<file path="src/hdl/rsm_pkg.sv">
// Function
// RULE1 - With the autocal field at zero the synthesizer is calibrated only on the calibrate strobe.
// RULE2 - With the autocal field at one a calibration runs on every exit from idle toward receive, transmit or synth-on.
// RULE3 - With the autocal field at two a calibration runs on every return from receive or transmit to idle.
// RULE4 - With the autocal field at three only every fourth return from receive or transmit to idle calibrates.
// RULE5 - Software should pick autocal setting three for periodic wake-and-listen use to save current.
// RULE6 - After the crystal is stable, chip ready low waits for the programmed number of ripple counter expiries.
// RULE7 - Power-up wait codes 0 to 3 give 1, 16, 64 and 256 expiries, with code 1 after reset.
// RULE8 - Software should pick power-up wait code 2 when the digital regulator is off in sleep.
// RULE9 - The pin control enable bit lets the radio state pins steer the radio beside the strobes; clear after reset.
// RULE10 - The crystal keep-on bit keeps the crystal running in sleep; clear after reset.
package rsm_pkg;
  localparam logic [7:0] RSM_ADDR_CONFIG_ZERO = 8'h18;
  localparam int RSM_AUTOCAL_LSB = 4;
  localparam int RSM_PWAIT_LSB = 2;
  localparam int RSM_PIN_CTRL_BIT = 1;
  localparam int RSM_XKEEP_BIT = 0;
  localparam logic [1:0] RSM_AUTOCAL_RESET = 2'h0;
  localparam logic [1:0] RSM_PWAIT_RESET = 2'h1;
  localparam logic [7:0] RSM_REG_RESET = 8'h04;
  localparam logic [7:0] RSM_REG_WMASK = 8'h3F;
  localparam int RSM_RIPPLE_BITS = 6;
  localparam logic [1:0] RSM_CAL_EVERY = 2'h3;
  typedef enum logic [3:0] {
    RSM_ST_IDLE = 4'h1,
    RSM_ST_RX = 4'h2,
    RSM_ST_TX = 4'h4,
    RSM_ST_FSON = 4'h8
  } rsm_radio_st_t;
  typedef enum logic [2:0] {
    RSM_PU_OFF = 3'h1,
    RSM_PU_WAIT = 3'h2,
    RSM_PU_READY = 3'h4
  } rsm_pu_st_t;
  // Expiry count for a power-up wait code
  function automatic logic [8:0] rsm_expiries(input logic [1:0] code);
    unique case (code)
      2'h0: rsm_expiries = 9'h001;
      2'h1: rsm_expiries = 9'h010;
      2'h2: rsm_expiries = 9'h040;
      2'h3: rsm_expiries = 9'h100;
    endcase
  endfunction
endpackage

</file>
<file path="src/hdl/rsm_powerup.sv">
`timescale 1ns/1ns
// Chip-ready timer: six-bit ripple counter expiries after crystal stable
module rsm_powerup
  import rsm_pkg::*;
(
  input wire logic sys_clk,
  input wire logic arst_n,
  input wire logic crystal_stable,
  input wire logic [1:0] powerup_wait_count,
  output logic chip_ready_n
);
  typedef struct packed {
    rsm_pu_st_t st;
    logic [RSM_RIPPLE_BITS-1:0] ripple;
    logic [8:0] expired;
    logic ready_n;
  } rsm_pu_state_t;
  rsm_pu_state_t cur, next_cur;

  // Count expiries; crystal loss restarts the wait
  always_comb begin
    next_cur = cur;
    unique case (cur.st)
      RSM_PU_OFF: begin
        next_cur.ready_n = 1'b1;
        next_cur.ripple = '0;
        next_cur.expired = '0;
        if (crystal_stable) begin
          next_cur.st = RSM_PU_WAIT;
        end
      end
      RSM_PU_WAIT: begin
        next_cur.ripple = cur.ripple + 1'b1;
        if (&cur.ripple) begin
          next_cur.expired = cur.expired + 9'h001;
          if (cur.expired + 9'h001 >= rsm_expiries(powerup_wait_count)) begin // [RULE6] [RULE7]
            next_cur.st = RSM_PU_READY;
            next_cur.ready_n = 1'b0;
          end
        end
        // Loss wins over a final expiry in the same cycle
        if (!crystal_stable) begin
          next_cur.st = RSM_PU_OFF;
          next_cur.ready_n = 1'b1; // [RULE6]
        end
      end
      RSM_PU_READY: begin
        if (!crystal_stable) begin
          next_cur.st = RSM_PU_OFF;
          next_cur.ready_n = 1'b1;
        end
      end
      default: next_cur.st = RSM_PU_OFF;
    endcase
  end

  always_ff @(posedge sys_clk or negedge arst_n) begin
    if (!arst_n) begin
      cur <= '{st: RSM_PU_OFF, ripple: '0, expired: '0, ready_n: 1'b1};
    end else begin
      cur <= next_cur;
    end
  end

  assign chip_ready_n = cur.ready_n;

  // Ready never falls while crystal unstable
  property p_ready_needs_xtal;
    @(posedge sys_clk) disable iff (!arst_n) $fell(cur.ready_n) |-> $past(crystal_stable);
  endproperty
  a_ready_needs_xtal: assert property (p_ready_needs_xtal) else $error("ready without crystal"); // [RULE6]

  // Code 0: exactly one expiry of 64 cycles
  property p_wait_code0;
    @(posedge sys_clk) disable iff (!arst_n)
      (cur.st == RSM_PU_OFF && crystal_stable && powerup_wait_count == 2'h0) ##1
      (crystal_stable && powerup_wait_count == 2'h0) [*8] |-> ##57 $fell(cur.ready_n) || !crystal_stable;
  endproperty
  a_wait_code0: assert property (p_wait_code0) else $error("code 0 wait wrong"); // [RULE7]

  c_ready: cover property (@(posedge sys_clk) disable iff (!arst_n) $fell(cur.ready_n));
endmodule

</file>
<file path="src/hdl/rsm_config_zero.sv">
`timescale 1ns/1ns
// Radio state machine config register zero with autocal, power-up and sleep control
module rsm_config_zero
  import rsm_pkg::*;
(
  input wire logic sys_clk,
  input wire logic arst_n,
  input wire logic reg_wr,
  input wire logic reg_rd,
  input wire logic [7:0] reg_addr,
  input wire logic [7:0] reg_wdata,
  output logic [7:0] reg_rdata,
  input wire logic calibrate_strobe,
  input wire logic [3:0] radio_state,
  input wire logic pin_rx_req,
  input wire logic pin_tx_req,
  input wire logic pin_idle_req,
  input wire logic sleep_active,
  input wire logic crystal_stable,
  output logic synth_cal_start,
  output logic pin_go_rx,
  output logic pin_go_tx,
  output logic pin_go_idle,
  output logic crystal_enable,
  output logic chip_ready_n
);
  typedef struct packed {
    logic [7:0] cfg;
    logic [7:0] rdata;
    logic [3:0] prev_state;
    logic [1:0] idle_returns;
    logic cal;
    logic go_rx;
    logic go_tx;
    logic go_idle;
    logic xtal_en;
  } rsm_state_t;
  rsm_state_t cur, next_cur;

  logic [1:0] synth_autocal_select;
  logic [1:0] powerup_wait_count;
  logic pin_ctrl_en;
  logic crystal_keep_on_sleep;
  logic leave_idle;
  logic back_to_idle;

  // Field views of the register
  assign synth_autocal_select = cur.cfg[RSM_AUTOCAL_LSB +: 2];
  assign powerup_wait_count = cur.cfg[RSM_PWAIT_LSB +: 2];
  assign pin_ctrl_en = cur.cfg[RSM_PIN_CTRL_BIT];
  assign crystal_keep_on_sleep = cur.cfg[RSM_XKEEP_BIT];

  // Transition detection on the one-hot radio state
  assign leave_idle = (cur.prev_state == RSM_ST_IDLE) &&
                      (radio_state == RSM_ST_RX || radio_state == RSM_ST_TX || radio_state == RSM_ST_FSON);
  assign back_to_idle = (cur.prev_state == RSM_ST_RX || cur.prev_state == RSM_ST_TX) &&
                        (radio_state == RSM_ST_IDLE);

  always_comb begin
    next_cur = cur;
    next_cur.prev_state = radio_state;
    // Bits 7:6 unused, read zero
    if (reg_wr && reg_addr == RSM_ADDR_CONFIG_ZERO) begin
      next_cur.cfg = reg_wdata & RSM_REG_WMASK;
    end
    next_cur.rdata = (reg_rd && reg_addr == RSM_ADDR_CONFIG_ZERO) ? cur.cfg : 8'h00;
    // Manual strobe always calibrates; the mode adds automatic triggers
    next_cur.cal = calibrate_strobe; // [RULE1]
    unique case (synth_autocal_select)
      2'h0: ;
      2'h1: if (leave_idle) next_cur.cal = 1'b1; // [RULE2]
      2'h2: if (back_to_idle) next_cur.cal = 1'b1; // [RULE3]
      2'h3: begin
        if (back_to_idle) begin
          next_cur.idle_returns = cur.idle_returns + 2'h1; // [RULE4]
          if (cur.idle_returns == RSM_CAL_EVERY) next_cur.cal = 1'b1; // [RULE4]
        end
      end
    endcase
    // Pin requests pass only when enabled; strobes are handled elsewhere
    next_cur.go_rx = pin_ctrl_en && pin_rx_req; // [RULE9]
    next_cur.go_tx = pin_ctrl_en && pin_tx_req; // [RULE9]
    next_cur.go_idle = pin_ctrl_en && pin_idle_req; // [RULE9]
    next_cur.xtal_en = !sleep_active || crystal_keep_on_sleep; // [RULE10]
  end

  always_ff @(posedge sys_clk or negedge arst_n) begin
    if (!arst_n) begin
      cur <= '{cfg: RSM_REG_RESET, rdata: 8'h00, prev_state: RSM_ST_IDLE, idle_returns: 2'h0,
               cal: 1'b0, go_rx: 1'b0, go_tx: 1'b0, go_idle: 1'b0, xtal_en: 1'b1};
    end else begin
      cur <= next_cur;
    end
  end

  rsm_powerup u_powerup (
    .sys_clk(sys_clk),
    .arst_n(arst_n),
    .crystal_stable(crystal_stable),
    .powerup_wait_count(powerup_wait_count),
    .chip_ready_n(chip_ready_n)
  );

  assign reg_rdata = cur.rdata;
  assign synth_cal_start = cur.cal;
  assign pin_go_rx = cur.go_rx;
  assign pin_go_tx = cur.go_tx;
  assign pin_go_idle = cur.go_idle;
  assign crystal_enable = cur.xtal_en;

  // Mode 0: only the strobe may calibrate
  property p_mode0_only_strobe;
    @(posedge sys_clk) disable iff (!arst_n)
      synth_cal_start && $past(synth_autocal_select) == 2'h0 |-> $past(calibrate_strobe);
  endproperty
  a_mode0_only_strobe: assert property (p_mode0_only_strobe) else $error("autocal in mode 0"); // [RULE1]

  // Mode 1: exit from idle calibrates
  property p_mode1_leave;
    @(posedge sys_clk) disable iff (!arst_n) synth_autocal_select == 2'h1 && leave_idle |=> synth_cal_start;
  endproperty
  a_mode1_leave: assert property (p_mode1_leave) else $error("no cal leaving idle"); // [RULE2]

  // Mode 2: return to idle calibrates
  property p_mode2_return;
    @(posedge sys_clk) disable iff (!arst_n) synth_autocal_select == 2'h2 && back_to_idle |=> synth_cal_start;
  endproperty
  a_mode2_return: assert property (p_mode2_return) else $error("no cal on idle return"); // [RULE3]

  // Mode 3: only every fourth return calibrates
  property p_mode3_fourth;
    @(posedge sys_clk) disable iff (!arst_n)
      synth_autocal_select == 2'h3 && back_to_idle && !calibrate_strobe |=>
      synth_cal_start == ($past(cur.idle_returns) == RSM_CAL_EVERY);
  endproperty
  a_mode3_fourth: assert property (p_mode3_fourth) else $error("mode 3 cal count wrong"); // [RULE4]

  // Pin requests blocked while disabled
  property p_pin_gate;
    @(posedge sys_clk) disable iff (!arst_n) pin_go_rx || pin_go_tx || pin_go_idle |-> $past(pin_ctrl_en);
  endproperty
  a_pin_gate: assert property (p_pin_gate) else $error("pin control while disabled"); // [RULE9]

  // Crystal in sleep follows the keep-on bit
  property p_xtal_sleep;
    @(posedge sys_clk) disable iff (!arst_n) sleep_active ##1 sleep_active |-> crystal_enable == $past(crystal_keep_on_sleep);
  endproperty
  a_xtal_sleep: assert property (p_xtal_sleep) else $error("crystal sleep control wrong"); // [RULE10]

  // Field values right after reset
  property p_reset_fields;
    @(posedge sys_clk) $rose(arst_n) |-> powerup_wait_count == RSM_PWAIT_RESET && synth_autocal_select == RSM_AUTOCAL_RESET;
  endproperty
  a_reset_fields: assert property (p_reset_fields) else $error("reset field values wrong"); // [RULE7]

  // Readback of the config byte; top bits zero
  property p_read_back;
    @(posedge sys_clk) disable iff (!arst_n)
      reg_rd && reg_addr == RSM_ADDR_CONFIG_ZERO && !reg_wr |=> reg_rdata == $past(cur.cfg) && reg_rdata[7:6] == 2'h0;
  endproperty
  a_read_back: assert property (p_read_back) else $error("readback wrong"); // [RULE7]

  // Manual strobe works in every mode
  property p_strobe_any_mode;
    @(posedge sys_clk) disable iff (!arst_n) calibrate_strobe |=> synth_cal_start;
  endproperty
  a_strobe_any_mode: assert property (p_strobe_any_mode) else $error("strobe did not calibrate"); // [RULE1]

  // Mode 1: no calibration without strobe or idle exit
  property p_mode1_quiet;
    @(posedge sys_clk) disable iff (!arst_n)
      synth_autocal_select == 2'h1 && !calibrate_strobe && !leave_idle |=> !synth_cal_start;
  endproperty
  a_mode1_quiet: assert property (p_mode1_quiet) else $error("stray cal in mode 1"); // [RULE2]

  // Mode 2: no calibration without strobe or idle return
  property p_mode2_quiet;
    @(posedge sys_clk) disable iff (!arst_n)
      synth_autocal_select == 2'h2 && !calibrate_strobe && !back_to_idle |=> !synth_cal_start;
  endproperty
  a_mode2_quiet: assert property (p_mode2_quiet) else $error("stray cal in mode 2"); // [RULE3]

  // Mode 3: no calibration without strobe or idle return
  property p_mode3_quiet;
    @(posedge sys_clk) disable iff (!arst_n)
      synth_autocal_select == 2'h3 && !calibrate_strobe && !back_to_idle |=> !synth_cal_start;
  endproperty
  a_mode3_quiet: assert property (p_mode3_quiet) else $error("stray cal in mode 3"); // [RULE4]

  // Mode 3: each return to idle advances the count
  property p_mode3_count;
    @(posedge sys_clk) disable iff (!arst_n)
      synth_autocal_select == 2'h3 && back_to_idle |=> cur.idle_returns == $past(cur.idle_returns) + 2'h1;
  endproperty
  a_mode3_count: assert property (p_mode3_count) else $error("idle return count wrong"); // [RULE4]

  // Count holds outside mode 3, so a later switch resumes it
  property p_count_hold;
    @(posedge sys_clk) disable iff (!arst_n) synth_autocal_select != 2'h3 |=> $stable(cur.idle_returns);
  endproperty
  a_count_hold: assert property (p_count_hold) else $error("idle count moved outside mode 3"); // [RULE4]

  // Write keeps only the six low bits
  property p_cfg_write;
    @(posedge sys_clk) disable iff (!arst_n) reg_wr && reg_addr == RSM_ADDR_CONFIG_ZERO |=>
      cur.cfg[7:6] == 2'h0 && cur.cfg[5:0] == $past(reg_wdata[5:0]);
  endproperty
  a_cfg_write: assert property (p_cfg_write) else $error("config write wrong"); // [RULE7]

  // Config changes only through its own address
  property p_cfg_hold;
    @(posedge sys_clk) disable iff (!arst_n)
      !(reg_wr && reg_addr == RSM_ADDR_CONFIG_ZERO) |=> $stable(cur.cfg);
  endproperty
  a_cfg_hold: assert property (p_cfg_hold) else $error("config changed without write"); // [RULE7]

  // Read data returns to zero when not read
  property p_read_idle;
    @(posedge sys_clk) disable iff (!arst_n)
      !(reg_rd && reg_addr == RSM_ADDR_CONFIG_ZERO) |=> reg_rdata == 8'h00;
  endproperty
  a_read_idle: assert property (p_read_idle) else $error("read data not cleared"); // [RULE7]

  // Enabled pin requests pass one cycle later
  property p_pin_pass;
    @(posedge sys_clk) disable iff (!arst_n)
      pin_ctrl_en |=> {pin_go_rx, pin_go_tx, pin_go_idle} == $past({pin_rx_req, pin_tx_req, pin_idle_req});
  endproperty
  a_pin_pass: assert property (p_pin_pass) else $error("pin request not passed"); // [RULE9]

  // Crystal always on while awake
  property p_xtal_awake;
    @(posedge sys_clk) disable iff (!arst_n) !sleep_active |=> crystal_enable;
  endproperty
  a_xtal_awake: assert property (p_xtal_awake) else $error("crystal off while awake"); // [RULE10]

  // Loss of crystal raises chip ready at once, even at a final expiry
  property p_ready_drop;
    @(posedge sys_clk) disable iff (!arst_n) !crystal_stable |=> chip_ready_n;
  endproperty
  a_ready_drop: assert property (p_ready_drop) else $error("ready held without crystal"); // [RULE6]

  c_cal_mode1: cover property (@(posedge sys_clk) disable iff (!arst_n) synth_autocal_select == 2'h1 ##1 synth_cal_start);
  c_cal_mode2: cover property (@(posedge sys_clk) disable iff (!arst_n) synth_autocal_select == 2'h2 ##1 synth_cal_start);
  c_cal_mode3: cover property (@(posedge sys_clk) disable iff (!arst_n) synth_autocal_select == 2'h3 ##1 synth_cal_start);
  c_pin_rx: cover property (@(posedge sys_clk) disable iff (!arst_n) pin_go_rx);
endmodule

</file>
<file path="config.mk">
export PLATFORM = sky130hd
export DESIGN_NAME = rsm_config_zero
export DESIGN_NICKNAME = d
export VERILOG_FILES = /design/src/hdl/rsm_pkg.sv /design/src/hdl/rsm_powerup.sv /design/src/hdl/rsm_config_zero.sv
export SDC_FILE = /design/constraint.sdc
export NUM_CORES = 1
export LEC_CHECK = 0
export BUFFER_PORTS_ARGS = -buffer_cell sky130_fd_sc_hd__buf_4
export CORE_MARGIN = 3
export CORE_UTILIZATION = 48
export CTS_BUF_LIST = sky130_fd_sc_hd__clkbuf_4 sky130_fd_sc_hd__clkbuf_8 sky130_fd_sc_hd__clkbuf_16
export DETAILED_ROUTE_END_ITERATION = 16
export MAX_ROUTING_LAYER = met4
export PLACE_DENSITY_LB_ADDON = 0.05
export SLEW_MARGIN = 20
export SYNTH_ARGS = -nofsm -noshare
export SYNTH_HDL_FRONTEND = slang
export SYNTH_HIERARCHICAL = 1
export SYNTH_SLANG_ARGS = --single-unit
</file>
<file path="constraint.sdc">
create_clock -name sys_clk -period 5.4 [get_ports sys_clk]
set_input_delay 0.81 -clock sys_clk [delete_from_list [all_inputs] [get_ports sys_clk]]
set_output_delay 0.81 -clock sys_clk [all_outputs]
set_load 0.02 [all_outputs]
</file>
==> flow_metrics.tcl <==
set metrics [dict create \
    outcome "completed" \
    grtUsageTotal_pct 17.5 \
    grt_overflow_total 0 \
    postRouteAntennaNets 0 \
    clock.fmax_ghz 0.404 \
    first_global_vias 1537 \
    regToRegSetupSlack_ns 2.93 \
    drv_slew 0 \
    fin_worst_skew_ns 0.00339 \
    rows 24 \
    maxSlewHeadroom_pct 66.2 \
    p_leak_nw 1.25 \
    wire_per_inst_microns 13.7 \
    via_count 1598 \
    drt_iter0_drc 121 \
    fin_tns_setup_ns 0 \
    numCtsBuffers 5 \
    die_w_microns 74.0 \
    internal_power_mw 0.459 \
    post-route-period-util_pct 45.8 \
    maxCapViolCount 0 \
    die-area_sq_um 5480 \
    hold_buffers 0 \
    r2r_end "u_powerup/cur[18]" \
    seqPwrFrac_pct 54.3 \
    drt-pass1-iter-count 4 \
    final_cell_mix "buf_4, dfrtp_1, nand2_1" \
    drt_drc_violations_left 0 \
    worst_slew_pin_slew_ns 0.500 \
    p_comb_share_pct 11.2 \
    r2r-start "u_powerup/cur[1]" \
    netlist_area_sq_um 2220 \
    core_area_sq_um 4410 \
    hold_viol_final 0 \
    synth_ff_type "dfrtp_1" \
    grt_start_max_net_pins 43 \
    place_area_sq_um 2500 \
    cp.required_ns 5.57 \
    wl_met1_microns 1960 \
    dp_hpwl_microns 2980 \
    clock-sinks 42 \
    clkPwrFrac_pct 34.5 \
    die_h_microns 74.0 \
    hold_path.class "primary input to async pin" \
    crit_type "register to register" \
    place_ws_ns 2.96 \
    rsz0062_at_grt "false" \
    antenna_found_initial 0 \
    final_area_sq_um 2590 \
    cts-root-buf "clkbuf_8" \
    wl_met2_microns 2010 \
    reg2reg_depth 9 \
    synthArstFlopShare_pct 100 \
    power.density_nw_per_um2 237 \
    ys_types 53 \
    start_kind "register" \
    syn_inst 214 \
    insertion_delay_ns 0.29 \
    synth_edf_count 0 \
    end_kind "register" \
    clk_pin_slew_ns 0.08 \
    whs_ns 0.477 \
    vias_per_cell 5.29 \
    drive_gt1_share_pct 27.2 \
    cts_tree "yes" \
    power.switching_mw 0.154 \
    fin_crit_ns 2.47 \
    nNetsFinal 289 \
    htreeDepth 2 \
    arrival_ns 2.64 \
    area_delta_synth_final_pct 16.8 \
    setup_slack_ns 2.93 \
    final_common_cell "buf_4" \
    grt_pass1_wl_microns 7050 \
    ys_warn_count 6 \
    ys_seq_elements 42 \
    met3_length_microns 134 \
    portBuffers 39 \
    post_cts_resize_count 0 \
    setup_viol 0 \
    io_pins 44 \
    top_layer "met4" \
    netSwitchingFraction_pct 25.1 \
    post-cts-setup-buffers 0 \
    initial_utilization_pct 50.3 \
    wirelength_microns 4120 \
    gp_congestion 0.777 \
    vdd_drop_max_mv 0.147 \
    yosysSeqAreaShare_pct 47.6 \
    crit_path_max_fanout 9 \
    clock_path_buffers 2 \
    num_antenna_cells 0 \
    avgSynthCellArea_sq_um 10.4 \
]
-- routing by layer --
layer	global-route usage, %	vias to the layer above
li1	-	827
met1	21.9	745
met2	27.4	24
met3	4.86	2
met4	6.04	0
met5	-	-
-- cell families after synthesis --
group	synth area share (%)
adders and majority gates	5.63
muxes	4.56
DFF	47.6
and+or+nand+nor	21.1
buffers and inverters	4.73
other	0.169
AOI/OAI and AO/OA	13.0
xor gates and xnor gates	3.16
-- stage by stage --
step / power [mW] / utilization, % / cells
2_1_floorplan: 0.375 / - / 215
3_3_place_gp: 0.407 / 56.6 / 294
3_5_place_dp: 0.408 / 56.6 / 294
4_1_cts: 0.625 / 58.8 / 302
5_1_grt: 0.646 / 58.8 / 302
6_report: 0.614 / 58.8 / 302
-- critical path: stages, from the launching register on --
cell and delay, ns:
dfrtp_1 0.50, ha_1 0.32, nand4_1 0.15, xnor2_1 0.23
ha_1 0.31, nand3_1 0.11, nor2_1 0.07, o211a_1 0.14
nor4_4 0.37, o21ai_0 0.15
-- area by class of cell --
class,count,area (sq um)
tap,52,65.1
timing repair buffer,40,300
clock buffer,6,82.6
clock inverter,2,12.5
multi-input combinational,156,1060
inverter,4,15.0
fill,381,1820
sequential,42,1060
-- state kept, by name (all words and copies together) (netlist names) --
register                cells
u_powerup/cur              18
cur                        11
reg_rdata                   6
crystal_enable              1
crystal_keep_on_sleep       1
pin_go_idle                 1
pin_go_rx                   1
pin_go_tx                   1
synth_cal_start             1
u_powerup/chip_ready_n      1
-- Yosys cell counts (all sizes together), types with 5 or more instances --
cell   number  area [sq um]
nand3       5          25.0
buf        12          86.3
dfrtp      37           926
o21ai      23           115
xnor2       5          43.8
and2        5          31.3
nor2       11          41.3
and3        8          50.1
ha         10           125
dfstp       5           131
nand2      30           120
mux2        7           101
-- power groups by stage --
stage               combinational (mW)  sequential (mW)  clock, mW
floorplan                       0.0354            0.339          0
global placement                0.0683            0.339          0
detailed placement              0.0689            0.339          0
CTS                             0.0698            0.333      0.222
global route                    0.0776            0.335      0.233
finish                          0.0687            0.333      0.212
-- worst max-delay path by stage --
stage / from / endpoint / slack (ns) / cells after the start
global route: u_powerup/cur[1] / u_powerup/cur[18] / 2.71 / 8
floorplan: u_powerup/cur[1] / u_powerup/cur[17] / 3.26 / 8
global placement: u_powerup/cur[1] / u_powerup/cur[18] / 2.92 / 8
finish: u_powerup/cur[1] / u_powerup/cur[18] / 2.93 / 9
detailed placement: u_powerup/cur[1] / u_powerup/cur[18] / 2.96 / 8
CTS: u_powerup/cur[1] / u_powerup/cur[18] / 2.91 / 9
Power figures use the tool's default switching activity.
